--- src/rtl/cimx_pkg.sv ---
/*
  constants, field layouts and carrier types for the codec input and mix
  control register bank; assumes a 32-bit apb master and 16-bit registers
*/
package cimx_pkg;

    // apb address width and register indexes (byte address = index * 4)
    localparam int unsigned ADDR_W          = 8;
    localparam logic [5:0]  IDX_STATUS      = 6'h00;
    localparam logic [5:0]  IDX_ADC_INPUT   = 6'h02;
    localparam logic [5:0]  IDX_DAC2_MIX    = 6'h03;
    localparam logic [5:0]  IDX_AUX1_MIX    = 6'h04;
    localparam logic [5:0]  IDX_AUX2_MIX    = 6'h05;
    localparam logic [5:0]  IDX_AUX3_MIX    = 6'h06;
    localparam logic [5:0]  IDX_CHAN_POWER  = 6'h1B;
    localparam logic [5:0]  IDX_FUNDAMENTAL = 6'h1C;

    // mix registers in order dac2, aux1, aux2, aux3
    localparam int unsigned NUM_MIX         = 4;

    // reset values and writable bit masks
    localparam logic [15:0] ADC_INPUT_RESET = 16'h0000;
    localparam logic [15:0] ADC_INPUT_MASK  = 16'h00FF;
    localparam logic [15:0] MIX_RESET       = 16'h8888;
    localparam logic [15:0] MIX_MASK        = 16'h9F9F;
    localparam logic [3:0]  CHAN_RESET      = 4'h0;
    localparam logic        PD_REQ_RESET    = 1'b1;

    // field positions
    localparam int unsigned MIX_MUTE_L      = 15;
    localparam int unsigned MIX_GAIN_L_LSB  = 8;
    localparam int unsigned MIX_MUTE_R      = 7;
    localparam int unsigned MIX_GAIN_R_LSB  = 0;
    localparam int unsigned CH_ANALOG_EN    = 0;
    localparam int unsigned CH_AMIX_EN      = 1;
    localparam int unsigned CH_DAC2_EN      = 2;
    localparam int unsigned CH_D2D_EN       = 3;
    localparam int unsigned PD_REQ_BIT      = 0;
    localparam int unsigned STAT_PD_BIT     = 14;

    // gain meaning of the codes
    localparam logic [4:0]  MIX_GAIN_0DB    = 5'h08;
    localparam int unsigned MIC_BOOST_DB    = 20;
    localparam int unsigned ADC_STEP_CDB    = 150;

    // right adc source codes
    typedef enum logic [2:0] {
        CIMX_SRC_LINE = 3'h0,
        CIMX_SRC_MIC  = 3'h1,
        CIMX_SRC_AUX1 = 3'h2,
        CIMX_SRC_AUX2 = 3'h3,
        CIMX_SRC_AUX3 = 3'h4,
        CIMX_SRC_MONO = 3'h5,
        CIMX_SRC_DAC1 = 3'h6,
        CIMX_SRC_DAC2 = 3'h7
    } cimx_adc_src_t;

    // right adc input settings, as stored in bits 7:0
    typedef struct packed {
        cimx_adc_src_t right_adc_source_sel;
        logic          right_mic_boost_en;
        logic [3:0]    right_adc_input_gain;
    } cimx_adc_in_t;

    // one mix path, both channels
    typedef struct packed {
        logic       left_mute;
        logic [4:0] left_gain;
        logic       right_mute;
        logic [4:0] right_gain;
    } cimx_mix_t;

endpackage

--- src/rtl/cimx_regs.sv ---
/*
  codec input and mix control register bank: right adc source and gain,
  dac2 and auxiliary 1..3 mix mute and gain, channel enables and the
  converter power-down request, all behind an apb slave.
  assumes one 100 MHz clock, an async active-high reset and an active-low
  power-down pin that is asynchronous to the clock.
*/
// Added by the designer: the APB register port.
`timescale 1ns/10ps
// Operation
// - three-bit code selects right adc source
// - boost bit adds fixed 20 dB
// - four-bit adc gain, 1.5 dB steps
// - adc register zero, held while powered down
// - five-bit mix gains, -1.5 dB steps
// - per-channel mix mute bits 15 and 7
// - dac2, aux1, aux2 reset to 8888
// - dac2 mix held on power or enables
// - aux mixes held on power or enables
// - aux3 mix laid out like others
// - power-down flag from pin or request
module cimx_regs
    import cimx_pkg::*;
(
    // clock and reset
    input  wire logic                SYS_CLK,
    input  wire logic                RST,
    // power-down pin, asynchronous
    input  wire logic                POWER_DOWN_PIN_N,
    // apb slave
    input  wire logic                PSEL,
    input  wire logic                PENABLE,
    input  wire logic                PWRITE,
    input  wire logic [ADDR_W-1:0]   PADDR,
    input  wire logic [31:0]         PWDATA,
    output logic      [31:0]         PRDATA,
    output logic                     PREADY,
    output logic                     PSLVERR,
    // settings towards the analog section
    output cimx_adc_in_t             ADC_INPUT,
    output cimx_mix_t                MIX_DAC2,
    output cimx_mix_t                MIX_AUX1,
    output cimx_mix_t                MIX_AUX2,
    output cimx_mix_t                MIX_AUX3,
    output logic                     CONVERTER_POWERED_DOWN_FLAG
);

    // whole state of the block
    typedef struct packed {
        logic [1:0]             pd_sync;
        logic                   pd_flag;
        logic [3:0]             chan;
        logic                   pd_req;
        logic [15:0]            adc;
        logic [NUM_MIX-1:0][15:0] mix;
        logic                   ready;
        logic                   err;
        logic [31:0]            rdata;
    } cimx_state_t;

    cimx_state_t st;
    cimx_state_t next_st;

    logic               apb_acc;
    logic               wr_take;
    logic               mapped;
    logic               adc_block;
    logic [NUM_MIX-1:0] mix_block;
    logic [15:0]        read_word;

    // address decode, used for every register
    function automatic logic hit(input logic [ADDR_W-1:0] addr, input logic [5:0] idx);
        hit = (addr == {idx, 2'b00});
    endfunction

    // register word to mix carrier
    function automatic cimx_mix_t to_mix(input logic [15:0] w);
        cimx_mix_t m;
        m.left_mute  = w[MIX_MUTE_L];
        m.left_gain  = w[MIX_GAIN_L_LSB +: 5];
        m.right_mute = w[MIX_MUTE_R];
        m.right_gain = w[MIX_GAIN_R_LSB +: 5];
        to_mix = m;
    endfunction

    // apb phases: one wait cycle, write lands when pready is seen high
    assign apb_acc = PSEL & PENABLE;
    assign wr_take = apb_acc & PWRITE & st.ready;

    assign mapped = hit(PADDR, IDX_STATUS) | hit(PADDR, IDX_ADC_INPUT)
                  | hit(PADDR, IDX_DAC2_MIX) | hit(PADDR, IDX_AUX1_MIX)
                  | hit(PADDR, IDX_AUX2_MIX) | hit(PADDR, IDX_AUX3_MIX)
                  | hit(PADDR, IDX_CHAN_POWER) | hit(PADDR, IDX_FUNDAMENTAL);

    // write-block conditions; the registered flag already covers the pin
    always_comb
    begin
        adc_block    = st.pd_flag;
        mix_block[0] = st.pd_flag | ~st.chan[CH_D2D_EN]
                     | ~st.chan[CH_DAC2_EN] | ~st.chan[CH_ANALOG_EN];
        for (int i = 1; i < NUM_MIX; i++)
        begin
            mix_block[i] = st.pd_flag | ~st.chan[CH_AMIX_EN]
                         | ~st.chan[CH_ANALOG_EN];
        end
    end

    // read multiplexer; reserved bits read zero
    always_comb
    begin
        read_word = 16'h0000;
        if (hit(PADDR, IDX_STATUS))
        begin
            read_word[STAT_PD_BIT] = st.pd_flag;
        end
        else if (hit(PADDR, IDX_ADC_INPUT))
        begin
            read_word = st.adc;
        end
        else if (hit(PADDR, IDX_CHAN_POWER))
        begin
            read_word[3:0] = st.chan;
        end
        else if (hit(PADDR, IDX_FUNDAMENTAL))
        begin
            read_word[PD_REQ_BIT] = st.pd_req;
        end
        else
        begin
            for (int i = 0; i < NUM_MIX; i++)
            begin
                if (hit(PADDR, IDX_DAC2_MIX + 6'(i)))
                begin
                    read_word = st.mix[i];
                end
            end
        end
    end

    // next state
    always_comb
    begin
        next_st = st;
        // pin synchroniser, first stage only feeds the second
        next_st.pd_sync = {st.pd_sync[0], POWER_DOWN_PIN_N};
        next_st.pd_flag = ~st.pd_sync[1] | st.pd_req;
        next_st.ready   = apb_acc & ~st.ready;
        next_st.err     = 1'b0;
        next_st.rdata   = 32'h0000_0000;
        if (apb_acc & ~st.ready)
        begin
            next_st.err   = ~mapped;
            next_st.rdata = PWRITE ? 32'h0000_0000 : {16'h0000, read_word};
        end
        if (wr_take)
        begin
            if (hit(PADDR, IDX_CHAN_POWER))
            begin
                next_st.chan = PWDATA[3:0];
            end
            if (hit(PADDR, IDX_FUNDAMENTAL))
            begin
                next_st.pd_req = PWDATA[PD_REQ_BIT];
            end
            // reserved bits are not stored, whatever the host sends
            if (hit(PADDR, IDX_ADC_INPUT) & ~adc_block)
            begin
                next_st.adc = PWDATA[15:0] & ADC_INPUT_MASK;
            end
            for (int i = 0; i < NUM_MIX; i++)
            begin
                if (hit(PADDR, IDX_DAC2_MIX + 6'(i)) & ~mix_block[i])
                begin
                    next_st.mix[i] = PWDATA[15:0] & MIX_MASK;
                end
            end
        end
        // blocked registers are forced to default, writes are dropped
        if (adc_block)
        begin
            next_st.adc = ADC_INPUT_RESET;
        end
        for (int i = 0; i < NUM_MIX; i++)
        begin
            if (mix_block[i])
            begin
                next_st.mix[i] = MIX_RESET;
            end
        end
    end

    // state register; starts powered down since the request resets set
    always_ff @(posedge SYS_CLK or posedge RST)
    begin
        if (RST)
        begin
            st.pd_sync <= 2'h0;
            st.pd_flag <= 1'b1;
            st.chan    <= CHAN_RESET;
            st.pd_req  <= PD_REQ_RESET;
            st.adc     <= ADC_INPUT_RESET;
            st.mix     <= {NUM_MIX{MIX_RESET}};
            st.ready   <= 1'b0;
            st.err     <= 1'b0;
            st.rdata   <= 32'h0000_0000;
        end
        else
        begin
            st <= next_st;
        end
    end

    // outputs are plain wiring of state bits
    assign PRDATA                      = st.rdata;
    assign PREADY                      = st.ready;
    assign PSLVERR                     = st.err;
    assign ADC_INPUT                   = cimx_adc_in_t'(st.adc[7:0]);
    assign MIX_DAC2                    = to_mix(st.mix[0]);
    assign MIX_AUX1                    = to_mix(st.mix[1]);
    assign MIX_AUX2                    = to_mix(st.mix[2]);
    assign MIX_AUX3                    = to_mix(st.mix[3]);
    assign CONVERTER_POWERED_DOWN_FLAG = st.pd_flag;
endmodule

--- config.mk ---
export PLATFORM = sky130hd
export DESIGN_NAME = cimx_regs
export DESIGN_NICKNAME = d
export VERILOG_FILES = /design/src/rtl/cimx_pkg.sv /design/src/rtl/cimx_regs.sv
export SDC_FILE = /design/constraint.sdc
export NUM_CORES = 1
export LEC_CHECK = 0
export BUFFER_PORTS_ARGS = -buffer_cell sky130_fd_sc_hd__buf_2
export CORE_MARGIN = 5
export CORE_UTILIZATION = 45
export DETAILED_ROUTE_END_ITERATION = 12
export GPL_ROUTABILITY_DRIVEN = 0
export PLACE_DENSITY = 0.71
export SETUP_SLACK_MARGIN = 0.1
export SKIP_LAST_GASP = 1
export SLEW_MARGIN = 0
export SYNTH_ARGS = -nofsm -noshare
export SYNTH_HDL_FRONTEND = slang
export SYNTH_SLANG_ARGS = --single-unit
export TNS_END_PERCENT = 100
--- constraint.sdc ---
create_clock -name SYS_CLK -period 2.95 [get_ports SYS_CLK]
set_input_delay 0 -clock SYS_CLK [delete_from_list [all_inputs] [get_ports SYS_CLK]]
set_output_delay 0 -clock SYS_CLK [all_outputs]
set_load 0.02 [all_outputs]
# Yosys cells after proc, flatten, opt, wreduce, memory -nomap -nowiden
# Index checks and enable logic that the tools add are counted.
# Widths: inputs -> output; s select.
dict set report word_totals {
  reg_bits 122
  elab_cells 92
  out_inout_bits 91
  input_bits 46
}
dict set report op_classes {
  n_mux 25
  reduce_logical 16
  eq_ne 7
  bitwise 32
}
# operator n
set op_table {}
lappend op_table {{$mux 16} 16}
lappend op_table {{$mux 80} 1}
lappend op_table {{$mux 33} 1}
lappend op_table {{$eq 8x5->1 const B} 3}
lappend op_table {{$eq 8x4->1 const B} 2}
lappend op_table {{$eq 8x7->1 const B} 2}
lappend op_table {{$reduce_bool 2->1} 8}
lappend op_table {{$mux 15} 1}
lappend op_table {{$mux 14} 1}
lappend op_table {{$reduce_and 2->1} 7}
lappend op_table {{$or 1x1->1} 13}
lappend op_table {{$mux 12} 1}
lappend op_table {{$not 1->1} 10}
lappend op_table {{$and 1x1->1} 9}
lappend op_table {{$logic_not 8->1} 1}
lappend op_table {{$mux 4} 1}
lappend op_table {{$mux 1} 3}

# Logic depth before layout (Yosys ltp)
# Gate-level depths: netlist of run 1.
dict set report depth {
  ltp_word 11
  ltp_mapped 7
  mapped_depth_nobuf 4
}

# Worst setup path before layout of run 1
# OpenSTA, ideal clock, no wires.
dict set report synth_timing {
  path_kind {register to register}
  from {register st (netlist bit PREADY)}
  to {register st (netlist bit MIX_AUX1[1])}
  path_buffers 1
  setup_time_ps 136
  arrival_ps 1643
  period_less_slack_ps 1779
  required_time_ps 2814
  path_stages_with_launch 6
  slack_ps 1171
  path_cell_list {dfrtp_1 -> nand4_1 -> or4_4 -> buf_6 -> nand2_1 -> a21oi_1}
}
dict set report synth_via {
  elab_chain_cells 3
}
# item line_no
set synth_rtl {}
lappend synth_rtl {{start, declared} cimx_regs.sv:61} ;# cimx_state_t st;
lappend synth_rtl {{start signal, assigned} cimx_regs.sv:209} ;# st <= next_st;
lappend synth_rtl {{$and 1x1->1} cimx_regs.sv:88} ;# assign wr_take = apb_acc & PWRITE & st.ready;
lappend synth_rtl {{$reduce_bool 2->1 (no line)} n/a}
lappend synth_rtl {{$reduce_and 2->1 (no line)} n/a}
# Every way passes these cells.
# A chain may end at the register's enable or synchronous reset.

# Final worst setup path of run 1
dict set report layout_timing {
  from {register st (netlist bit PREADY)}
  to {register st (netlist bit MIX_AUX1[4])}
}
# The elaborated chain is that of the path after synthesis.

==> impl_metrics.csv, run 1 <==
group,metric,value,unit
placed_design,placedCellCount,647,
drt,drc,0,
global_routing,gr-total-overflow,0,
power_and_ir_drop,powerDensity,431,mW/mm^2
yosys,synth_fa_ha_area_share,0,%
clock_network,cts_buffers,9,
floorplanning,die_area,0.0124,sq mm
global_routing,gr-usage-met1,27.3,%
cells_and_area,fin_cells,682,
drt,wirelength,12.7,mm
yosys,synth_cell_type_count,57,
clock_network,ctsResizeCount,0,
yosys,synth_compound_area_share,12.6,%
yosys,synth_top_area_cell,"dfrtp_1",
critical_path,startpoint_type,"flop",
global_routing,busiest_layer,"met2",
yosys,synth_edf_count,0,
critical_path,critical-path-max-stage-delay,780,ps
floorplanning,die_y,111,um
timing,min_period_over_period,72.9,%
drt,vias_per_cell,5.44,
floorplanning,start_util,45.4,%
timing,worstMarginPinSlew,880,ps
timing,tns,0,ps
critical_path,endpoint_kind,"flop",
clock_network,cts_buffer_depth,2,
critical_path,critPathBufInv,1,
critical_path,path_delay_family,"simple AND/OR/NAND/NOR gates",
cells_and_area,fin_util,49.9,%
yosys,yosysTopAreaCellShare,34.2,%
yosys,ys_top_cells_by_area,"dfrtp_1 34%, buf_4 15%, dfstp_2 10%",
drt,vias,3713,
yosys,synth_seq_area_share,44.5,%
floorplanning,num_rows,37,
global_routing,gr-usage-met3,6.06,%
yosys,avgSynthCellArea,9.38,sq um
timing,drv_slew,0,
clock_network,cts_hold_buf,18,
cells_and_area,drive_above_1_share,30.8,%
cells_and_area,area_growth,9.75,%
flow_run,max_cap_violations,0,
critical_path,worstPathRequired,3210,ps
placed_design,io_buffers,101,
yosys,synthArstFlopShare,100,%
min_path,min_path_type,"in -> reg",
global_routing,grt_antenna_before_repair,1,
drt,dr.pass1.iters,5,
global_routing,grt_first_pass_wirelength,20.1,mm
clock_network,cts_htree_levels,3,
drt,postRouteAntennaNets,0,
drt,drt-initial-drc-count,312,
floorplanning,die_x,111,um
timing,fmax,465,MHz
critical_path,worst-setup-path-type,"reg -> reg",
clock_network,root_buffer,"clkbuf_8",
yosys,synth_area,0.00461,sq mm
global_routing,grt_pass1_vias,3627,
timing,fin_skew,6.95,ps
placed_design,dp_hpwl,9.20,mm
timing,slew_headroom,41.2,%
cells_and_area,finalNetCount,586,
critical_path,crit_fanout,7,
global_routing,track_usage,20.6,%
clock_network,clk_pin_slew,80,ps
yosys,yosys_warnings,0,
power_and_ir_drop,vdd_drop_max,0.203,mV
critical_path,arrival,2410,ps
global_routing,use_met2,32.0,%
global_routing,grt_max_degree,38,
power_and_ir_drop,power.leakage,0.00236,uW
critical_path,cp_slowest_cell,"nor4_2",
yosys,synth_xor_area_share,0.190,%
timing,fin_crit,2150,ps
clock_network,clkLatencyLatePin,360,ps
yosys,synthCells,491,
floorplanning,pin_count,137,
clock_network,post_cts_buffers,0,
drt,routedWlPerCell,18.6,um
yosys,muxShareOfSynthArea,4.10,%
timing,hold_slack,93.7,ps
timing,rsz0062_at_grt,"no",
timing,hold_viol,0,
yosys,yosys.area_share.simple,21.4,%
yosys,synth_top_family_by_area,"simple AND/OR/NAND/NOR gates",
yosys,ys_ff_latch,81,
run_status,status,"completed",
critical_path,path_cells,"nand4_1, nor4_2, buf_4, nand2_1, a21oi_1",
floorplanning,core_area,0.0101,sq mm
yosys,ys.flop_type,"dfrtp_1",
clock_network,cts_sinks,81,
timing,setup_violations,0,
clock_network,cts_tree,"yes",
-- flip-flops by register name (all words and copies together), names as in the netlist --
name                         cells
PRDATA                          15
MIX_AUX1                        12
MIX_AUX2                        12
MIX_AUX3                        12
MIX_DAC2                        12
ADC_INPUT                        8
st                               6
CONVERTER_POWERED_DOWN_FLAG      1
PREADY                           1
PSLVERR                          1
next_st                          1
-- final timing paths --
kind / slack, ps / to / cells after the start / from
setup / recovery: 800 / MIX_AUX1[4] / 5 / PREADY
hold / removal: 90 / PRDATA[2] / 3 / PSEL
setup reg to reg: 800 / MIX_AUX1[4] / 5 / PREADY
hold reg to reg: 360 / st[121] / 0 / next_st[121]
max in group asynchronous: 1960 / MIX_AUX1[9] / 4 / RST
min in group asynchronous: 210 / PRDATA[8] / 3 / RST
-- stage by stage --
step | total power (uW) | setup slack, ps | instance area (sq um)
2_1_floorplan | 1250 | 900 | 4670
3_3_place_gp | 1300 | 881 | 4660
3_5_place_dp | 1300 | 842 | 4660
4_1_cts | 2190 | 816 | 5050
5_1_grt | 2260 | 695 | 5050
6_report | 2180 | 799 | 5050
-- power breakdown --
part / switching, uW / internal, uW
sequential: 4.62 / 1120
clock: 408 / 473
combinational: 123 / 57.5
-- kinds of logic (layout without fill, tap and decap cells) --
kind of cell / Yosys count / in the layout
AND/OR/NAND/NOR: 192 / 192
buffers and inverters: 114 / 152
AO/OA/AOI/OAI: 84 / 84
flip-flops: 81 / 81
multiplexers: 18 / 18
other: 1 / 18
XOR/XNOR: 1 / 1
-- routing by layer --
layer / routed length [um] / share of wire [%]
met3: 1210 / 9.5
met5: 0 / 0
met1: 5240 / 41
met4: 270 / 2.1
met2: 5960 / 47
-- cell usage in the layout, fill, tap and decap left out, types with 6 or more instances in the layout --
master           n
mux2_2           7
dfstp_2         18
and3_1           7
o21ai_0          9
dlygate4sd3_1   18
buf_4           12
mux2i_1         11
nand3_1         17
nand2b_1        11
conb_1          17
nand2_1         89
and2_1           6
nor3_1          12
a211oi_1         6
nor2_1          16
clkbuf_8         9
dfrtp_1         63
a21oi_1         35
a22o_1           8
buf_2          101
-- area by class of cell --
| class | instances | area [sq um] |
|---|---|---|
| Timing Repair Buffer | 131 | 776 |
| Clock inverter | 6 | 82.6 |
| Antenna cell | 1 | 2.50 |
| Inverter | 5 | 20.0 |
| Sequential cell | 81 | 2050 |
| Multi-Input combinational cell | 312 | 1830 |
| Fill cell | 945 | 5080 |
| Clock buffer | 10 | 128 |
| Tap cell | 136 | 170 |
-- cell usage after synthesis, types with 3 or more instances --
| cell | instances |
|---|---|
| o22a_1 | 4 |
| nand4_1 | 5 |
| dfrtp_1 | 63 |
| inv_1 | 5 |
| mux2i_1 | 11 |
| clkbuf_1 | 12 |
| and4_1 | 4 |
| nand2_1 | 89 |
| nand3_1 | 17 |
| a22o_1 | 8 |
| or3_1 | 4 |
| nor4_1 | 3 |
| buf_2 | 4 |
| buf_4 | 91 |
| a21oi_1 | 35 |
| o21ai_0 | 9 |
| and2_1 | 6 |
| dfstp_2 | 18 |
| nand2b_1 | 11 |
| a211oi_1 | 6 |
| mux2_2 | 7 |
| a211oi_2 | 3 |
| and3_1 | 7 |
| nor2_1 | 16 |
| nor3_1 | 12 |
-- worst reg2reg max path, delay by kind of cell, from the launching register on --
kind / cells / cell delay (ps)
AND/OR/NAND/NOR: 3 / 1210
AO/OA/AOI/OAI: 1 / 140
flip-flops: 1 / 410
buffers and inverters: 1 / 290
Note: power is estimated with default switching activity, not from simulation.
==> run 2, diff against run 1 <==
ABC_AREA = 1   (was not set)
PLACE_DENSITY = 0.74   (was 0.71)
clock period = 1.8 ns   (was 2.95 ns; I/O delays follow)
==> run 2 against run 1 <==
Net effect: die area is 1.8% lower; flip-flop and latch count stayed put; power is 57% higher; clock power is 52% higher; fmax is 42% higher; combinational power is 39% higher; via count is 6.8% lower; register-to-register slack worse by 510 ps; largest cell class unchanged; largest power group unchanged.
==> impl_metrics.csv, run 2 <==
group,metric,value,unit
run_status,status,"completed",
timing,hold_viol,0,
cells_and_area,largest_reg_flops,15,
cells_and_area,fin_util,50.7,%
drt,vias,3460,
floorplanning,die_y,110,um
critical_path,crit_fanout,6,
timing,min_period_over_period,84.1,%
yosys,synthArstFlopShare,100,%
yosys,synth_top_cells_by_count,"89 x buf_4, 88 x nand2_1, 63 x dfrtp_1",
floorplanning,core_area,0.00977,sq mm
timing,fmax,661,MHz
power_and_ir_drop,power.leakage,0.00259,uW
timing,rsz0062_at_grt,"no",
min_path,min_path_type,"in -> reg",
placed_design,dpl_cell_area,0.00457,sq mm
floorplanning,num_rows,36,
cells_and_area,fin_cells,702,
clock_network,clkLatencyLatePin,360,ps
drt,dr.pass1.iters,5,
power_and_ir_drop,powerDensity,692,mW/mm^2
timing,fin_crit,1510,ps
clock_network,cts_htree_levels,3,
timing,drv_slew,0,
floorplanning,pin_count,137,
clock_network,cts_buffers,9,
clock_network,cts_sinks,81,
clock_network,cts_tree,"yes",
timing,setup_violations,0,
critical_path,startpoint_type,"flop",
yosys,synthMostInstantiatedCell,"buf_4",
global_routing,grt_antenna_before_repair,0,
yosys,ys_top_cells_by_area,"dfrtp_1 35%, buf_4 15%, dfstp_2 10%",
placed_design,dp_hpwl,8.05,mm
clock_network,clk_pin_slew,80,ps
cells_and_area,layout_commonest_cell,"buf_2",
yosys,ys.flop_type,"dfrtp_1",
drt,postRouteAntennaNets,0,
placed_design,io_buffers,101,
cells_and_area,drive_above_1_share,35.1,%
cells_and_area,area_growth,9.73,%
clock_network,root_buffer,"clkbuf_8",
yosys,synth_top_area_cell,"dfrtp_1",
global_routing,track_usage,19.1,%
drt,drc,0,
global_routing,grt_max_degree,82,
cells_and_area,final_cell_mix,"101 x buf_2, 88 x nand2_1, 63 x dfrtp_1, 49 x inv_1, 30 x o21ai_0",
placed_design,pre_cts_ws,213,ps
cells_and_area,diodes,0,
cells_and_area,finalNetCount,610,
yosys,synth_area,0.00451,sq mm
yosys,avgSynthCellArea,8.87,sq um
yosys,yosys_warnings,0,
cells_and_area,finish.instance_area,0.00495,sq mm
floorplanning,die_area,0.0121,sq mm
yosys,synth_cell_type_count,31,
global_routing,grt_pass1_vias,3553,
yosys,synth_seq_area_share,45.4,%
yosys,yosysTopAreaCellShare,34.9,%
critical_path,arrival,1780,ps
critical_path,endpoint_kind,"flop",
drt,drt-initial-drc-count,253,
yosys,ys_ff_latch,81,
floorplanning,start_util,46.2,%
timing,fin_ws,286,ps
yosys,synthCells,509,
drt,vias_per_cell,4.93,
floorplanning,die_x,110,um
placed_design,placedCellCount,668,
clock_network,cts_buffer_depth,2,
flow_run,max_cap_violations,0,
power_and_ir_drop,vdd_drop_max,0.276,mV
drt,routedWlPerCell,16.0,um
critical_path,worstPathRequired,2070,ps
timing,tns,0,ps
global_routing,grt_first_pass_wirelength,17.6,mm
global_routing,gr-total-overflow,0,
timing,fin_skew,8.56,ps
critical_path,worst-setup-path-type,"reg -> reg",
yosys,synth_edf_count,0,
drt,wirelength,11.2,mm
[run 2: cell types whose count changed in the layout (fill, tap and decap cells not counted), moves of 9 or more]
cell	change
o21ai_1	+18
o22ai_1	+9
o21ai_2	+22
a21oi_1	-28
nand2b_1	-11
o21ai_0	+21
mux2i_1	-11
inv_1	+45
[run 2: layout make-up]
type,count,area (sq um)
inverter,59,230
clock buffer,11,141
multi-input combinational,284,1540
tap,133,166
fill,944,4820
clock inverter,5,55.1
timing repair buffer,129,773
sequential,81,2050
[run 2: final timing paths]
kind	slack, ps	start	cells after the start	to
worst max-delay path	290	PREADY	5	PRDATA[9]
worst min-delay path	40	PWRITE	4	PRDATA[14]
max in group asynchronous	1130	RST	4	MIX_AUX1[3]
worst max register to register	290	PREADY	5	PRDATA[9]
min in group asynchronous	290	RST	4	PRDATA[12]
worst min register to register	380	next_st[121]	0	st[121]
[run 2: cells by family (layout without fill, tap and decap cells)]
logic type	count (synthesis)	count (layout)	share of synthesized area, %
other	1	17	0.0831
AND/OR/NAND/NOR	169	169	18.9
buffers and inverters	160	204	21.9
AO/OA/AOI/OAI	98	98	13.7
flip-flops	81	81	45.4
[run 2: repair_timing]
item / CTS / global route
hold buffers: 18 / 0
hold endpoints to repair: 114 / 0
buffers inserted: 0 / 0
resized for setup: 0 / 4
setup endpoints to repair: 0 / 7
[run 2: where the power goes]
group | total (uW) | internal [uW] | switching [uW]
combinational | 250 | 79.6 | 170
clock | 1340 | 674 | 666
sequential | 1840 | 1830 | 6.34
[run 2: through the flow]
| step | power, uW | hold slack (ps) |
|---|---|---|
| final | 3430 | 35.5 |
| after global placement | 2090 | 108 |
| after CTS | 3450 | 26.9 |
| after floorplan | 2040 | 31.4 |
| after detailed placement | 2090 | 110 |
| after global routing | 3560 | 48.8 |
[run 2: worst max-delay path: stages (launching register included)]
cell     delay [ps]
dfrtp_1         430
nor2_2          180
nand2_1         130
a21oi_4         250
nand4_4         200
nor3_1          230
[run 2: routing by layer]
metal / track usage, % / up-vias / wire, um / part of all wire [%]
met5: 0 / - / 0 / 0
met4: 7.92 / 0 / 263 / 2.3
met3: 4.02 / 26 / 784 / 7.0
met2: 32.3 / 143 / 5540 / 49
met1: 23.8 / 1650 / 4610 / 41
li1: - / 1641 / - / -
